File: config.mk
export PLATFORM = sky130hd
export DESIGN_NAME = interrupt_mode_priority_control
export DESIGN_NICKNAME = d
export VERILOG_FILES = /design/src/rtl/intc_pkg.sv /design/src/rtl/pin_event_if.sv /design/src/rtl/pin_sense.sv /design/src/rtl/interrupt_mode_priority_control.sv
export VERILOG_INCLUDE_DIRS = /design/src /design/src/rtl
export SDC_FILE = /design/constraint.sdc
export NUM_CORES = 1
export LEC_CHECK = 0
export BUFFER_PORTS_ARGS = -buffer_cell sky130_fd_sc_hd__buf_2
export CELL_PAD_IN_SITES_DETAIL_PLACEMENT = 1
export CELL_PAD_IN_SITES_GLOBAL_PLACEMENT = 1
export CORE_MARGIN = 8
export CORE_UTILIZATION = 45
export DETAILED_ROUTE_END_ITERATION = 16
export PLACE_DENSITY = 0.85
export SLEW_MARGIN = 40
export SYNTH_ARGS = -nofsm -noshare
export SYNTH_HDL_FRONTEND = slang
export SYNTH_SLANG_ARGS = --single-unit
File: constraint.sdc
create_clock -name core_clk -period 3.25 [get_ports core_clk]
set_clock_uncertainty 0.15 [all_clocks]
set_input_delay 0.65 -clock core_clk [delete_from_list [all_inputs] [get_ports core_clk]]
set_output_delay 0.65 -clock core_clk [all_outputs]
set_load 0.05 [all_outputs]
File: src/rtl/intc_map.svh
// Register offsets, field positions, reset values and vector numbers of the interrupt controller
`ifndef INTC_MAP_SVH
`define INTC_MAP_SVH

// ----------------------------------------------------------------------
// Register offsets (byte addresses, lower 16 bits)
// ----------------------------------------------------------------------
`define OFS_PRIO_A 16'hfec0
`define OFS_PRIO_B 16'hfec1
`define OFS_PRIO_C 16'hfec2
`define OFS_SENSE_HI 16'hff2c
`define OFS_SENSE_LO 16'hff2d
`define OFS_PIN_ENABLE 16'hff2e
`define OFS_PIN_FLAGS 16'hff2f
`define OFS_SYSCTL 16'hff39

// ----------------------------------------------------------------------
// Reset values and field positions
// ----------------------------------------------------------------------
`define RST_SYSCTL 8'h01
`define RST_ZERO 8'h00
`define SYSCTL_WR_MASK 8'hb9
`define SYSCTL_MODE_HI 5
`define SYSCTL_MODE_LO 4
`define SYSCTL_NMI_EDGE 3
`define MODE_ONE 2'h1

// ----------------------------------------------------------------------
// Sizes and vector numbers
// ----------------------------------------------------------------------
`define NUM_IRQ 8
`define NUM_PERIPH 11
`define NUM_SRC 19
`define SRC_W 5
`define VEC_W 7
`define VEC_NMI 7'h07
`define VEC_TRAP_BASE 7'h08
`define VEC_SRC_BASE 7'h10

`endif

File: src/rtl/intc_pkg.sv
// Types shared by the interrupt controller modules
package intc_pkg;

  typedef logic [7:0] reg8_t;

  typedef enum logic [1:0] {
    SENSE_LOW = 2'h0,
    SENSE_FALL = 2'h1,
    SENSE_RISE = 2'h2,
    SENSE_BOTH = 2'h3
  } sense_t;

endpackage : intc_pkg

File: src/rtl/pin_event_if.sv
// Carrier for the filtered level and edge pulses of one interrupt pin
`timescale 1ns/1ps
`default_nettype none

interface pin_event_if;
  logic lvl;
  logic fall;
  logic rise;

  modport src (output lvl, output fall, output rise);
  modport dst (input lvl, input fall, input rise);
endinterface : pin_event_if

`default_nettype wire

File: src/rtl/pin_sense.sv
// Pin synchroniser with agreement filter and edge detection
`timescale 1ns/1ps
`default_nettype none

module pin_sense (
  input wire logic core_clk,
  input wire logic rst_n,
  input wire logic pin,
  pin_event_if.src ev
);

  // ----------------------------------------------------------------------
  // Three-stage synchroniser; only stages two and three are compared
  // ----------------------------------------------------------------------
  logic meta_ff;
  logic sync2_ff;
  logic sync3_ff;
  logic level_ff;
  logic prev_ff;

  // Pins idle high, so reset to one to avoid a false edge on release
  always_ff @(posedge core_clk or negedge rst_n) begin
    if (!rst_n) begin
      meta_ff <= 1'b1;
      sync2_ff <= 1'b1;
      sync3_ff <= 1'b1;
    end else begin
      meta_ff <= pin;
      sync2_ff <= meta_ff;
      sync3_ff <= sync2_ff;
    end
  end

  always_ff @(posedge core_clk or negedge rst_n) begin
    if (!rst_n) begin
      level_ff <= 1'b1;
      prev_ff <= 1'b1;
    end else begin
      if (sync2_ff == sync3_ff) begin
        level_ff <= sync3_ff;
      end
      prev_ff <= level_ff;
    end
  end

  assign ev.lvl = level_ff;
  assign ev.fall = prev_ff & ~level_ff;
  assign ev.rise = ~prev_ff & level_ff;

endmodule : pin_sense

`default_nettype wire

File: src/rtl/interrupt_mode_priority_control.sv
// Interrupt controller: pin detection, masking by mode, priority, trap and transfer routing
`include "intc_map.svh"
`timescale 1ns/1ps
`default_nettype none

// Summary of operation
// - Mode field selects mode zero or one
// - Edge select bit picks nonmaskable falling/rising edge
// - Nonmaskable request always wins, never masked
// - Each pin configurable: fall, rise, both, low
// - Three 8-bit priority registers, read/write
// - Per-module levels give multiplexed interrupt control
// - Each source has its own vector number
// - Requests may start the transfer controller
// - System control resets to 01, standby too
// - Priority registers cleared by reset, standby
// - Flag register writes only clear, never set
// - Trap starts handling, vector from 2-bit number
// - Trap sets mask; user mask only in mode one
// - Priority bit clear is level 0, set level 1
// - Enable bits gate pins, cleared by reset
// - Sense codes: 00 low, 01 fall, 10 rise, 11 both
// - Flag clears by read-then-write-zero or handling

module interrupt_mode_priority_control
  import intc_pkg::*;
(
  input wire logic core_clk,
  input wire logic rst_n,
  input wire logic hw_standby,
  input wire logic [15:0] reg_addr,
  input wire logic [7:0] reg_wdata,
  input wire logic reg_wr,
  input wire logic reg_rd,
  output logic [7:0] reg_rdata,
  input wire logic nmi_pin,
  input wire logic [`NUM_IRQ-1:0] ext_request_pins,
  input wire logic [`NUM_PERIPH-1:0] periph_req,
  input wire logic cpu_mask,
  input wire logic user_mask_bit,
  output logic int_req,
  output logic [`VEC_W-1:0] int_vector,
  input wire logic int_ack,
  input wire logic trap_instruction,
  input wire logic [1:0] trap_num,
  output logic trap_start,
  output logic [`VEC_W-1:0] trap_vector,
  output logic trap_set_mask,
  output logic trap_set_user_mask,
  input wire logic [`NUM_SRC-1:0] dtc_route,
  output logic dtc_req,
  output logic [`VEC_W-1:0] dtc_vector,
  input wire logic dtc_ack,
  input wire logic dtc_chain,
  output logic [1:0] ctrl_mode
);

  // ----------------------------------------------------------------------
  // Registers
  // ----------------------------------------------------------------------
  reg8_t sysctl_ff;
  reg8_t prio_a_ff;
  reg8_t prio_b_ff;
  reg8_t prio_c_ff;
  reg8_t sense_hi_ff;
  reg8_t sense_lo_ff;
  reg8_t enable_ff;
  reg8_t flag_ff;
  reg8_t rd_seen_ff;
  reg8_t nxt_flag;
  reg8_t nxt_rd_seen;
  reg8_t reg_rdata_ff;
  logic nmi_pend_ff;
  logic [`NUM_SRC-1:0] cpu_pass_ff;

  logic wr_sysctl;
  logic wr_flags;
  logic rd_flags;
  logic mode_one;

  assign wr_sysctl = reg_wr && (reg_addr == `OFS_SYSCTL);
  assign wr_flags = reg_wr && (reg_addr == `OFS_PIN_FLAGS);
  assign rd_flags = reg_rd && (reg_addr == `OFS_PIN_FLAGS);
  // Prohibited encodings fall back to mode zero behaviour
  assign mode_one = ({sysctl_ff[`SYSCTL_MODE_HI], sysctl_ff[`SYSCTL_MODE_LO]} == `MODE_ONE);

  // ----------------------------------------------------------------------
  // Configuration registers
  // ----------------------------------------------------------------------
  // Hardware standby reinitialises; software standby simply keeps the clock off
  always_ff @(posedge core_clk or negedge rst_n) begin
    if (!rst_n) begin
      sysctl_ff <= `RST_SYSCTL;
    end else if (hw_standby) begin
      sysctl_ff <= `RST_SYSCTL;
    end else if (wr_sysctl) begin
      sysctl_ff <= (reg_wdata & `SYSCTL_WR_MASK) | (sysctl_ff & ~`SYSCTL_WR_MASK);
    end
  end

  always_ff @(posedge core_clk or negedge rst_n) begin
    if (!rst_n) begin
      prio_a_ff <= `RST_ZERO;
      prio_b_ff <= `RST_ZERO;
      prio_c_ff <= `RST_ZERO;
    end else if (hw_standby) begin
      prio_a_ff <= `RST_ZERO;
      prio_b_ff <= `RST_ZERO;
      prio_c_ff <= `RST_ZERO;
    end else if (reg_wr) begin
      if (reg_addr == `OFS_PRIO_A) begin
        prio_a_ff <= reg_wdata;
      end
      if (reg_addr == `OFS_PRIO_B) begin
        prio_b_ff <= reg_wdata;
      end
      if (reg_addr == `OFS_PRIO_C) begin
        prio_c_ff <= reg_wdata;
      end
    end
  end

  always_ff @(posedge core_clk or negedge rst_n) begin
    if (!rst_n) begin
      sense_hi_ff <= `RST_ZERO;
      sense_lo_ff <= `RST_ZERO;
      enable_ff <= `RST_ZERO;
    end else if (hw_standby) begin
      sense_hi_ff <= `RST_ZERO;
      sense_lo_ff <= `RST_ZERO;
      enable_ff <= `RST_ZERO;
    end else if (reg_wr) begin
      if (reg_addr == `OFS_SENSE_HI) begin
        sense_hi_ff <= reg_wdata;
      end
      if (reg_addr == `OFS_SENSE_LO) begin
        sense_lo_ff <= reg_wdata;
      end
      if (reg_addr == `OFS_PIN_ENABLE) begin
        enable_ff <= reg_wdata;
      end
    end
  end

  // ----------------------------------------------------------------------
  // Pin detection
  // ----------------------------------------------------------------------
  pin_event_if nmi_ev ();
  pin_event_if irq_ev [`NUM_IRQ] ();
  logic [15:0] sense_all;
  reg8_t pin_set;
  reg8_t pin_lvl;
  logic nmi_event;

  assign sense_all = {sense_hi_ff, sense_lo_ff};

  pin_sense u_nmi_sense (
    .core_clk (core_clk),
    .rst_n (rst_n),
    .pin (nmi_pin),
    .ev (nmi_ev.src)
  );

  assign nmi_event = sysctl_ff[`SYSCTL_NMI_EDGE] ? nmi_ev.rise : nmi_ev.fall;

  for (genvar n = 0; n < `NUM_IRQ; n++) begin : g_pin
    sense_t sel;

    pin_sense u_sense (
      .core_clk (core_clk),
      .rst_n (rst_n),
      .pin (ext_request_pins[n]),
      .ev (irq_ev[n].src)
    );

    assign sel = sense_t'(sense_all[2*n +: 2]);
    assign pin_lvl[n] = irq_ev[n].lvl;

    always_comb begin
      unique case (sel)
        SENSE_LOW: pin_set[n] = ~irq_ev[n].lvl;
        SENSE_FALL: pin_set[n] = irq_ev[n].fall;
        SENSE_RISE: pin_set[n] = irq_ev[n].rise;
        SENSE_BOTH: pin_set[n] = irq_ev[n].fall | irq_ev[n].rise;
      endcase
    end
  end

  // ----------------------------------------------------------------------
  // Selection of the source shown to the CPU and to the transfer controller
  // ----------------------------------------------------------------------
  logic [`NUM_SRC-1:0] src_pend;
  logic [`NUM_SRC-1:0] src_level;
  logic [`NUM_SRC-1:0] to_dtc;
  logic [`NUM_SRC-1:0] cpu_cand;
  logic [`NUM_SRC-1:0] cpu_cand_hi;
  logic [`NUM_SRC-1:0] dtc_cand;
  logic [`SRC_W-1:0] cpu_pick;
  logic [`SRC_W-1:0] dtc_pick;
  logic int_req_ff;
  logic int_nmi_ff;
  logic [`SRC_W-1:0] int_src_ff;
  logic [`VEC_W-1:0] int_vector_ff;
  logic dtc_req_ff;
  logic [`SRC_W-1:0] dtc_src_ff;
  logic [`VEC_W-1:0] dtc_vector_ff;

  function automatic logic [`SRC_W-1:0] lowest_idx(input logic [`NUM_SRC-1:0] v);
    logic [`SRC_W-1:0] idx;
    idx = '0;
    for (int s = `NUM_SRC - 1; s >= 0; s--) begin
      if (v[s]) begin
        idx = `SRC_W'(s);
      end
    end
    return idx;
  endfunction : lowest_idx

  // Several sources of one module share a single level bit
  assign src_level = {
    prio_c_ff[2], prio_c_ff[3], prio_c_ff[4], prio_c_ff[6], prio_c_ff[7],
    prio_b_ff[3], prio_b_ff[4], prio_b_ff[5], prio_b_ff[6],
    prio_a_ff[1], prio_a_ff[2],
    prio_a_ff[3], prio_a_ff[3], prio_a_ff[4], prio_a_ff[4],
    prio_a_ff[5], prio_a_ff[5], prio_a_ff[6], prio_a_ff[7]
  };

  assign src_pend = {periph_req, flag_ff & enable_ff};
  assign to_dtc = dtc_route & ~cpu_pass_ff;

  always_comb begin
    for (int s = 0; s < `NUM_SRC; s++) begin
      if (!mode_one) begin
        cpu_cand[s] = src_pend[s] & ~to_dtc[s] & ~cpu_mask;
      end else begin
        cpu_cand[s] = src_pend[s] & ~to_dtc[s] &
                      (~cpu_mask | (~user_mask_bit & src_level[s]));
      end
    end
  end

  assign cpu_cand_hi = mode_one ? (cpu_cand & src_level) : '0;
  assign cpu_pick = lowest_idx((|cpu_cand_hi) ? cpu_cand_hi : cpu_cand);
  assign dtc_cand = src_pend & to_dtc;
  assign dtc_pick = lowest_idx(dtc_cand);

  // A one-cycle gap after each acknowledge lets the clear settle before reselection
  always_ff @(posedge core_clk or negedge rst_n) begin
    if (!rst_n) begin
      int_req_ff <= 1'b0;
      int_nmi_ff <= 1'b0;
      int_src_ff <= '0;
      int_vector_ff <= '0;
    end else if (int_ack || hw_standby) begin
      int_req_ff <= 1'b0;
      int_nmi_ff <= 1'b0;
    end else if (nmi_pend_ff) begin
      int_req_ff <= 1'b1;
      int_nmi_ff <= 1'b1;
      int_vector_ff <= `VEC_NMI;
    end else begin
      int_req_ff <= |cpu_cand;
      int_nmi_ff <= 1'b0;
      int_src_ff <= cpu_pick;
      int_vector_ff <= `VEC_SRC_BASE + `VEC_W'(cpu_pick);
    end
  end

  always_ff @(posedge core_clk or negedge rst_n) begin
    if (!rst_n) begin
      dtc_req_ff <= 1'b0;
      dtc_src_ff <= '0;
      dtc_vector_ff <= '0;
    end else if (dtc_ack || hw_standby) begin
      dtc_req_ff <= 1'b0;
    end else begin
      dtc_req_ff <= |dtc_cand;
      dtc_src_ff <= dtc_pick;
      dtc_vector_ff <= `VEC_SRC_BASE + `VEC_W'(dtc_pick);
    end
  end

  // Sources the transfer controller handed on stay with the CPU until it takes them
  always_ff @(posedge core_clk or negedge rst_n) begin
    if (!rst_n) begin
      cpu_pass_ff <= '0;
    end else if (hw_standby) begin
      cpu_pass_ff <= '0;
    end else begin
      for (int s = 0; s < `NUM_SRC; s++) begin
        if (dtc_ack && dtc_chain && (dtc_src_ff == `SRC_W'(s))) begin
          cpu_pass_ff[s] <= 1'b1;
        end else if (int_ack && !int_nmi_ff && (int_src_ff == `SRC_W'(s))) begin
          cpu_pass_ff[s] <= 1'b0;
        end
      end
    end
  end

  // ----------------------------------------------------------------------
  // Nonmaskable pending bit and pin request flags
  // ----------------------------------------------------------------------
  always_ff @(posedge core_clk or negedge rst_n) begin
    if (!rst_n) begin
      nmi_pend_ff <= 1'b0;
    end else if (hw_standby) begin
      nmi_pend_ff <= 1'b0;
    end else if (nmi_event) begin
      nmi_pend_ff <= 1'b1;
    end else if (int_ack && int_nmi_ff) begin
      nmi_pend_ff <= 1'b0;
    end
  end

  always_comb begin
    for (int n = 0; n < `NUM_IRQ; n++) begin
      logic sw_clr;
      logic hs_clr;
      logic dt_clr;
      sw_clr = wr_flags && !reg_wdata[n] && rd_seen_ff[n];
      hs_clr = int_ack && !int_nmi_ff && (int_src_ff == `SRC_W'(n)) &&
               ((sense_all[2*n +: 2] != SENSE_LOW) || pin_lvl[n]);
      dt_clr = dtc_ack && !dtc_chain && (dtc_src_ff == `SRC_W'(n));
      // A new detection in the clearing cycle is kept
      nxt_flag[n] = pin_set[n] | (flag_ff[n] & ~(sw_clr | hs_clr | dt_clr));
      nxt_rd_seen[n] = nxt_flag[n] & (rd_seen_ff[n] | (rd_flags & flag_ff[n]));
    end
  end

  always_ff @(posedge core_clk or negedge rst_n) begin
    if (!rst_n) begin
      flag_ff <= `RST_ZERO;
      rd_seen_ff <= `RST_ZERO;
    end else if (hw_standby) begin
      flag_ff <= `RST_ZERO;
      rd_seen_ff <= `RST_ZERO;
    end else begin
      flag_ff <= nxt_flag;
      rd_seen_ff <= nxt_rd_seen;
    end
  end

  // ----------------------------------------------------------------------
  // Trap handling
  // ----------------------------------------------------------------------
  logic trap_start_ff;
  logic trap_set_mask_ff;
  logic trap_set_user_mask_ff;
  logic [`VEC_W-1:0] trap_vector_ff;

  always_ff @(posedge core_clk or negedge rst_n) begin
    if (!rst_n) begin
      trap_start_ff <= 1'b0;
      trap_set_mask_ff <= 1'b0;
      trap_set_user_mask_ff <= 1'b0;
      trap_vector_ff <= '0;
    end else begin
      trap_start_ff <= trap_instruction;
      trap_set_mask_ff <= trap_instruction;
      trap_set_user_mask_ff <= trap_instruction && mode_one;
      if (trap_instruction) begin
        trap_vector_ff <= `VEC_TRAP_BASE + `VEC_W'(trap_num);
      end
    end
  end

  // ----------------------------------------------------------------------
  // Read port
  // ----------------------------------------------------------------------
  always_ff @(posedge core_clk or negedge rst_n) begin
    if (!rst_n) begin
      reg_rdata_ff <= `RST_ZERO;
    end else if (reg_rd) begin
      unique case (reg_addr)
        `OFS_PRIO_A: reg_rdata_ff <= prio_a_ff;
        `OFS_PRIO_B: reg_rdata_ff <= prio_b_ff;
        `OFS_PRIO_C: reg_rdata_ff <= prio_c_ff;
        `OFS_SENSE_HI: reg_rdata_ff <= sense_hi_ff;
        `OFS_SENSE_LO: reg_rdata_ff <= sense_lo_ff;
        `OFS_PIN_ENABLE: reg_rdata_ff <= enable_ff;
        `OFS_PIN_FLAGS: reg_rdata_ff <= flag_ff;
        `OFS_SYSCTL: reg_rdata_ff <= sysctl_ff;
        default: reg_rdata_ff <= `RST_ZERO;
      endcase
    end else begin
      reg_rdata_ff <= `RST_ZERO;
    end
  end

  assign reg_rdata = reg_rdata_ff;
  assign int_req = int_req_ff;
  assign int_vector = int_vector_ff;
  assign dtc_req = dtc_req_ff;
  assign dtc_vector = dtc_vector_ff;
  assign trap_start = trap_start_ff;
  assign trap_vector = trap_vector_ff;
  assign trap_set_mask = trap_set_mask_ff;
  assign trap_set_user_mask = trap_set_user_mask_ff;
  assign ctrl_mode = {sysctl_ff[`SYSCTL_MODE_HI], sysctl_ff[`SYSCTL_MODE_LO]};

endmodule : interrupt_mode_priority_control

`default_nettype wire

==> Yosys cells after proc, flatten, opt, wreduce, memory -nomap -nowiden <==
Cells that the tools add are included.
{ "totals": {"regBits": 181, "latch_bits": 0, "ramBits": 0, "mem_bits_ro": 0, "output_inout_bits": 36, "memories": 0} }
{ "classes": {"n_addsub": 3, "n_mul": 0, "n_div": 0, "n_lt_le_gt_ge": 0, "n_eq_ne": 78, "n_shift": 0, "n_mux": 140, "bitwise_logic": 226, "n_reduce_logical": 154} }
{ "op_table": {"columns": ["cell", "n"], "rows": [
  ["2-to-1 mux 5 bit", 38],
  ["2-to-1 mux 8 bit", 23],
  ["== test 16 bit, second input constant", 8],
  ["AND 1 bit", 115],
  ["== test 5 x 4 -> 1 bit, second input constant", 16],
  ["logical AND 1 bit", 78],
  ["2-to-1 mux 1 bit", 66],
  ["one-hot mux 8 bit (8 select lines)", 1],
  ["nonzero test 3 bit", 20],
  ["AND 19 bit", 3],
  ["2-to-1 mux 19 bit", 3],
  ["OR reduction 19 bit", 3],
  ["bitwise OR 1 bit", 56],
  ["NOT 1 bit", 49],
  ["== test 5 x 3 -> 1 bit, second input constant", 8],
  ["== test 2 bit, second input constant", 16],
  ["one-hot mux 1 bit (4 select lines)", 8],
  ["nonzero test 2 bit", 16],
  ["== test 5 bit, second input constant", 6],
  ["== test 5 x 2 -> 1 bit, second input constant", 4],
  ["NOT 19 bit", 1],
  ["== test 2 x 1 -> 1 bit, second input constant", 9],
  ["zero test 2 bit", 8],
  ["AND reduction 2 bit", 7],
  ["other kinds (10)", 39]
]} }

==> Depth between registers and ports, before layout <==
{ "logic_depth": {"word_depth": 31, "depth_mapped": 10} }

==> Cells and area by module <==
Synthesis repeated with hierarchy kept, for this count alone.
{ "unflattened": {"cells_unflattened": 958, "hier_area_um2": 8819.7} }
{ "by_module_without_submodules": {"columns": ["mod", "instances", "cells_per_inst", "area_per_inst_um2", "seq_area_each_um2"], "rows": [
  ["interrupt_mode_priority_control", 1, 886, 7412.1, 3054.2],
  ["pin_sense", 9, 8, 156.4, 131.4]
]} }

==> Worst setup path before layout <==
Ideal clock, no wire load.
{ "synth_timing": {"path_type": "in2reg", "start": "input dtc_route[10]", "end": "register int_vector_ff[0] (netlist: int_vector[0])", "arrival_time_ps": 2743, "t_required_ps": 2981, "slack_ps": 238, "cell_stages": 9, "path_buffers": 0, "path_cell_list": "nor2b_1 o22ai_1 or4b_4 or4_4 o21ai_4 o21ai_1 a222oi_1 o32ai_2 o21a_1"} }
{ "synth_via": {"elab_chain_cells": 29} }
{ "synth_lines": {"columns": ["item", "line", "source"], "rows": [
  ["from (decl)", "interrupt_mode_priority_control.sv:50", "input wire logic [`NUM_SRC-1:0] dtc_route,"],
  ["AND 19 bit *", "interrupt_mode_priority_control.sv:229", "assign to_dtc = dtc_route & ~cpu_pass_ff;"],
  ["NOT 1 bit *", "interrupt_mode_priority_control.sv:234, interrupt_mode_priority_control.sv:236", null],
  ["AND 1 bit *", "interrupt_mode_priority_control.sv:234, interrupt_mode_priority_control.sv:236", null],
  ["AND 1 bit, on equally long branches", "interrupt_mode_priority_control.sv:234, interrupt_mode_priority_control.sv:236", null],
  ["2-to-1 mux 1 bit *", "interrupt_mode_priority_control.sv:233", "if (!mode_one) begin"],
  ["AND 19 bit", "interrupt_mode_priority_control.sv:242", "assign cpu_cand_hi = mode_one ? (cpu_cand & src_level) : '0;"],
  ["2-to-1 mux 19 bit", "interrupt_mode_priority_control.sv:242", null],
  ["OR reduction 19 bit", "interrupt_mode_priority_control.sv:243", "assign cpu_pick = lowest_idx((|cpu_cand_hi) ? cpu_cand_hi : cpu_cand);"],
  ["2-to-1 mux 19 bit *", "interrupt_mode_priority_control.sv:243", null],
  ["2-to-1 mux 5 bit (17 in a row)", "interrupt_mode_priority_control.sv:212", "if (v[s]) begin"],
  ["2-to-1 mux 5 bit *", "interrupt_mode_priority_control.sv:212", null],
  ["adder 5 x 5 -> 6 bit (no source line) *", null, null],
  ["2-to-1 mux 6 bit *", "interrupt_mode_priority_control.sv:257", "end else if (nmi_pend_ff) begin"],
  ["to (signal assigned)", "interrupt_mode_priority_control.sv:260", "int_vector_ff <= `VEC_NMI;"],
  ["to (signal assigned)", "interrupt_mode_priority_control.sv:265", "int_vector_ff <= `VEC_SRC_BASE + `VEC_W'(cpu_pick);"],
  ["to (decl)", "interrupt_mode_priority_control.sv:203", "logic [`VEC_W-1:0] int_vector_ff;"]
]} }
Mark *: on every way between the ends. The rest lies on a longest branch, timed or not.
A chain may end at the register's enable or synchronous reset.

==> Worst setup path after layout <==
{ "layout_timing": {"start": "register cpu_pass_ff[17]", "end": "register int_src_ff[0]"} }
{ "layout_via": {"elab_chain_cells": 28} }
{ "layout_lines": {"columns": ["item", "line", "source"], "rows": [
  ["from (decl)", "interrupt_mode_priority_control.sv:74", "logic [`NUM_SRC-1:0] cpu_pass_ff;"],
  ["from (signal assigned)", "interrupt_mode_priority_control.sv:286", "cpu_pass_ff <= '0;"],
  ["from (signal assigned)", "interrupt_mode_priority_control.sv:288", "cpu_pass_ff <= '0;"],
  ["from (signal, indexed assignment)", "interrupt_mode_priority_control.sv:292", "cpu_pass_ff[s] <= 1'b1;"],
  ["NOT 19 bit *", "interrupt_mode_priority_control.sv:229", null],
  ["AND 19 bit *", "interrupt_mode_priority_control.sv:229", null],
  ["NOT 1 bit *", "interrupt_mode_priority_control.sv:234, interrupt_mode_priority_control.sv:236", null],
  ["AND 1 bit *", "interrupt_mode_priority_control.sv:234, interrupt_mode_priority_control.sv:236", null],
  ["AND 1 bit, on equally long branches", "interrupt_mode_priority_control.sv:234, interrupt_mode_priority_control.sv:236", null],
  ["2-to-1 mux 1 bit *", "interrupt_mode_priority_control.sv:233", null],
  ["AND 19 bit", "interrupt_mode_priority_control.sv:242", null],
  ["2-to-1 mux 19 bit", "interrupt_mode_priority_control.sv:242", null],
  ["OR reduction 19 bit", "interrupt_mode_priority_control.sv:243", null],
  ["2-to-1 mux 19 bit *", "interrupt_mode_priority_control.sv:243", null],
  ["2-to-1 mux 5 bit (17 in a row)", "interrupt_mode_priority_control.sv:212", null],
  ["2-to-1 mux 5 bit *", "interrupt_mode_priority_control.sv:212", null],
  ["to (signal assigned)", "interrupt_mode_priority_control.sv:264", "int_src_ff <= cpu_pick;"],
  ["to (decl)", "interrupt_mode_priority_control.sv:202", "logic [`SRC_W-1:0] int_src_ff;"]
]} }
Marks and branches as above.

==> results.json <==
{
  "ioPinCount": 112,
  "cts_root_buf": "clkbuf_16",
  "grt_pass1_wl_um": 52610,
  "track_usage_pct": 27.92,
  "yosys_warnings": 0,
  "wl_per_cell_um": 23.90,
  "antenna_found_initial": 0,
  "r2r_end": "int_src_ff[0]",
  "cts_setup_buffers": 0,
  "synth_area_mm2": 0.009010,
  "worstMarginPinSlew_ns": 0.7903,
  "vdd_drop_max_mv": 0.4159,
  "cts_tree": "built",
  "cts_max_level": 4,
  "synth_top_area_cell": "dfrtp_1",
  "gp_congestion": 0.9713,
  "seqPwrFrac_pct": 45.1,
  "dieArea_mm2": 0.02481,
  "clk_pin_slew_ns": 0.08,
  "postSynthAreaPerCell_um2": 9.279,
  "drive_gt1_share_pct": 25.53,
  "start_util_pct": 45.99,
  "cts_made_buffers": 17,
  "synth.distinct_cells": 72,
  "reg2reg_from": "cpu_pass_ff[17]",
  "rows": 51,
  "cpPeakStageDelay_ns": 0.52,
  "total_power_mw": 5.132,
  "status": "finished clean",
  "cts_hold_buffers": 0,
  "setup_viol": 0,
  "antenna_left": 0,
  "ys_top_cells_by_area": "dfrtp_1, dfstp_2, nand2_1, mux2i_1, a21oi_1",
  "final_nets": 1219,
  "hold_slack_ns": 0.01461,
  "grt_start_max_net_pins": 59,
  "power_frac_comb_pct": 14.4,
  "clk_latency_ns": 0.45,
  "fin_util_pct": 55.55,
  "postPlaceCellArea_mm2": 0.01027,
  "timing.final.crit_share_pct": 95.34,
  "drt_wl_total_um": 33570,
  "async_reset_ff_share_pct": 100.0,
  "dpl_worst_slack_ns": -0.1391,
  "area_delta_synth_final_pct": 20.78,
  "maxSlewViolCount": 0,
  "die_w_um": 157.5,
  "fmax_mhz": 322.7,
  "fin_setup_tns_ns": 0,
  "slowest_stage": "or4b_4",
  "cp_data_required_time_ns": 3.47,
  "grt-ovfl-total": 0,
  "stdcell_count": 1405,
  "relSlewSlack_pct": 46.91,
  "cts_max_path_buffers": 2,
  "diodes": 0,
  "top_register": "cpu_pass_ff",
  "finalCriticalPeriod_ns": 3.098,
  "power_per_cell_area_mw_per_mm2": 471.6,
  "worst_ep_arrival_time_ns": 3.32,
  "intPower_mw": 3.502,
  "switchingPower_mw": 1.630,
  "io_buffers": 105,
  "synth_edf_count": 0,
  "synth_top_area_share_pct": 33.61,
  "dpl.hpwl_um": 24940,
  "p_leak_nw": 4.920,
  "cp-start-kind": "flip-flop",
  "yosysSeqAreaShare_pct": 47.02,
  "reg2reg_depth": 10,
  "worst_hold_path_type": "primary input to async pin",
  "regToRegSetupSlack_ns": 0.15,
  "cp_max_fo": 4,
  "maxCapViolations": 0,
  "grt_pass1_vias": 9124,
  "cts.sinks": 167,
  "largest_register_ffs": 19,
  "drt-vias-per-instance": 6.021,
  "die-height_um": 157.5,
  "numPlacedInstances": 1373,
  "grt_setup_unrepaired": "no",
  "dr.first_iter.drc_count": 606,
  "hold_viol_final": 0,
  "core_area_mm2": 0.01959,
  "final_area_mm2": 0.01088,
  "netlist_instances": 971,
  "synth_flop_cell": "dfrtp_1",
  "cts-resized-gates": 0,
  "p_clk_share_pct": 40.5,
  "dr.pass1.iters": 5,
  "swShare_pct": 31.76,
  "crit_chain": "nor2b_1, o22ai_1, or4b_4, or4_4, o21ai_4, a31o_1, a222oi_1, buf_4, o32ai_2, o21a_1",
  "setup_ws_ns": 0.1515,
  "endpoint_kind": "flip-flop",
  "synth-seq-cells": 167,
  "worstSetupPathType": "flip-flop to flip-flop",
  "route.detailed.drc": 0,
  "vias": 8460
}
per-layer routing:
layer | global-route usage, % | part of all wire [%] | vias to the layer above
li1 | - | - | 3764
met1 | 34.33 | 41 | 4253
met2 | 46.67 | 49 | 364
met3 | 5.731 | 6.4 | 79
met4 | 12.28 | 3.8 | 0
met5 | 0 | 0 | -
kinds of logic (layout without fill, tap and decap cells):
kind of cell / Yosys count / count (layout) / synth area share [%]
AO/OA/AOI/OAI: 230 / 230 / 16.53
buffers and inverters: 74 / 238 / 3.458
AND/OR/NAND/NOR: 420 / 420 / 22.59
flip-flops: 167 / 167 / 47.02
multiplexers: 54 / 54 / 7.138
other: 1 / 6 / 0.04162
adder cells (fa/ha/maj): 25 / 25 / 3.222
critical path, delay by kind of cell, from the launching register on:
family,cells,cell delay (ns)
AND/OR/NAND/NOR,3,1.29
AO/OA/AOI/OAI,6,1.03
flip-flops,1,0.40
buffers and inverters,1,0.15
cell usage after synthesis (8+ instances only):
master    number
nor3b_1       10
nor3_1        19
nand2b_1      26
mux2i_1       44
nand3_1       31
o21ai_0       56
nand3b_1      10
buf_4          9
dfrtp_1      121
maj3_1         9
inv_1         24
a21oi_1       70
nor2_1        82
nand4_1       11
o22ai_1       10
mux4_2         8
a31oi_1        8
nor2b_1       22
ha_1          16
dfstp_2       46
a22oi_1       14
nand2_1      167
clkbuf_1      36
power by group through the flow:
stage                     logic (mW)  clock network [mW]  registers, mW
after global placement         0.702                   0           2.34
after floorplan                0.341                   0           2.39
after detailed placement       0.725                   0           2.35
after global routing           0.796                2.18           2.33
after CTS                      0.735                2.11           2.31
final                          0.737                2.08           2.32
worst max path at each step:
stage | from | cells after the start | end | slack, ns
4_1_cts | cpu_pass_ff[17] | 10 | int_src_ff[0] | 0.16
5_1_grt | cpu_pass_ff[13] | 10 | int_src_ff[1] | 0.03
6_report | cpu_pass_ff[17] | 10 | int_src_ff[0] | 0.15
2_1_floorplan | dtc_route[10] | 9 | int_vector[0] | 0.24
3_5_place_dp | dtc_route[17] | 11 | int_vector[0] | -0.14
3_3_place_gp | dtc_route[17] | 11 | int_src_ff[0] | -0.12
area by class of cell:
| type | count | area [um2] |
|---|---|---|
| Fill cell | 2269 | 8708 |
| Multi-Input combinational cell | 735 | 4487 |
| Sequential cell | 167 | 4237 |
| Inverter | 24 | 90.09 |
| Timing Repair Buffer | 182 | 1122 |
| Clock buffer | 17 | 425.4 |
| Clock inverter | 15 | 188.9 |
| Tap cell | 265 | 331.6 |
layout by cell type, fill, tap and decap left out, types with 4 or more instances in the layout:
master / n
nor3b_1: 10
o311ai_0: 4
maj3_1: 9
clkbuf_16: 17
buf_4: 76
nand2b_1: 26
inv_1: 24
nor3_1: 19
dfstp_2: 46
o31ai_1: 7
buf_2: 104
a222oi_1: 6
nand4_1: 11
nand2_1: 167
mux2i_1: 44
o22ai_1: 10
inv_8: 6
a21boi_0: 7
nand3_1: 31
a211oi_1: 4
and2_1: 6
nand3b_1: 10
clkinv_8: 5
o221a_2: 4
or3_1: 4
o211ai_1: 7
a22oi_1: 14
conb_1: 6
a21oi_1: 70
ha_1: 16
or2_2: 6
mux4_2: 8
a31oi_1: 8
nor2b_1: 22
dfrtp_1: 121
o21ai_0: 56
nor2_1: 82
Note: power is estimated with default switching activity, not from simulation.
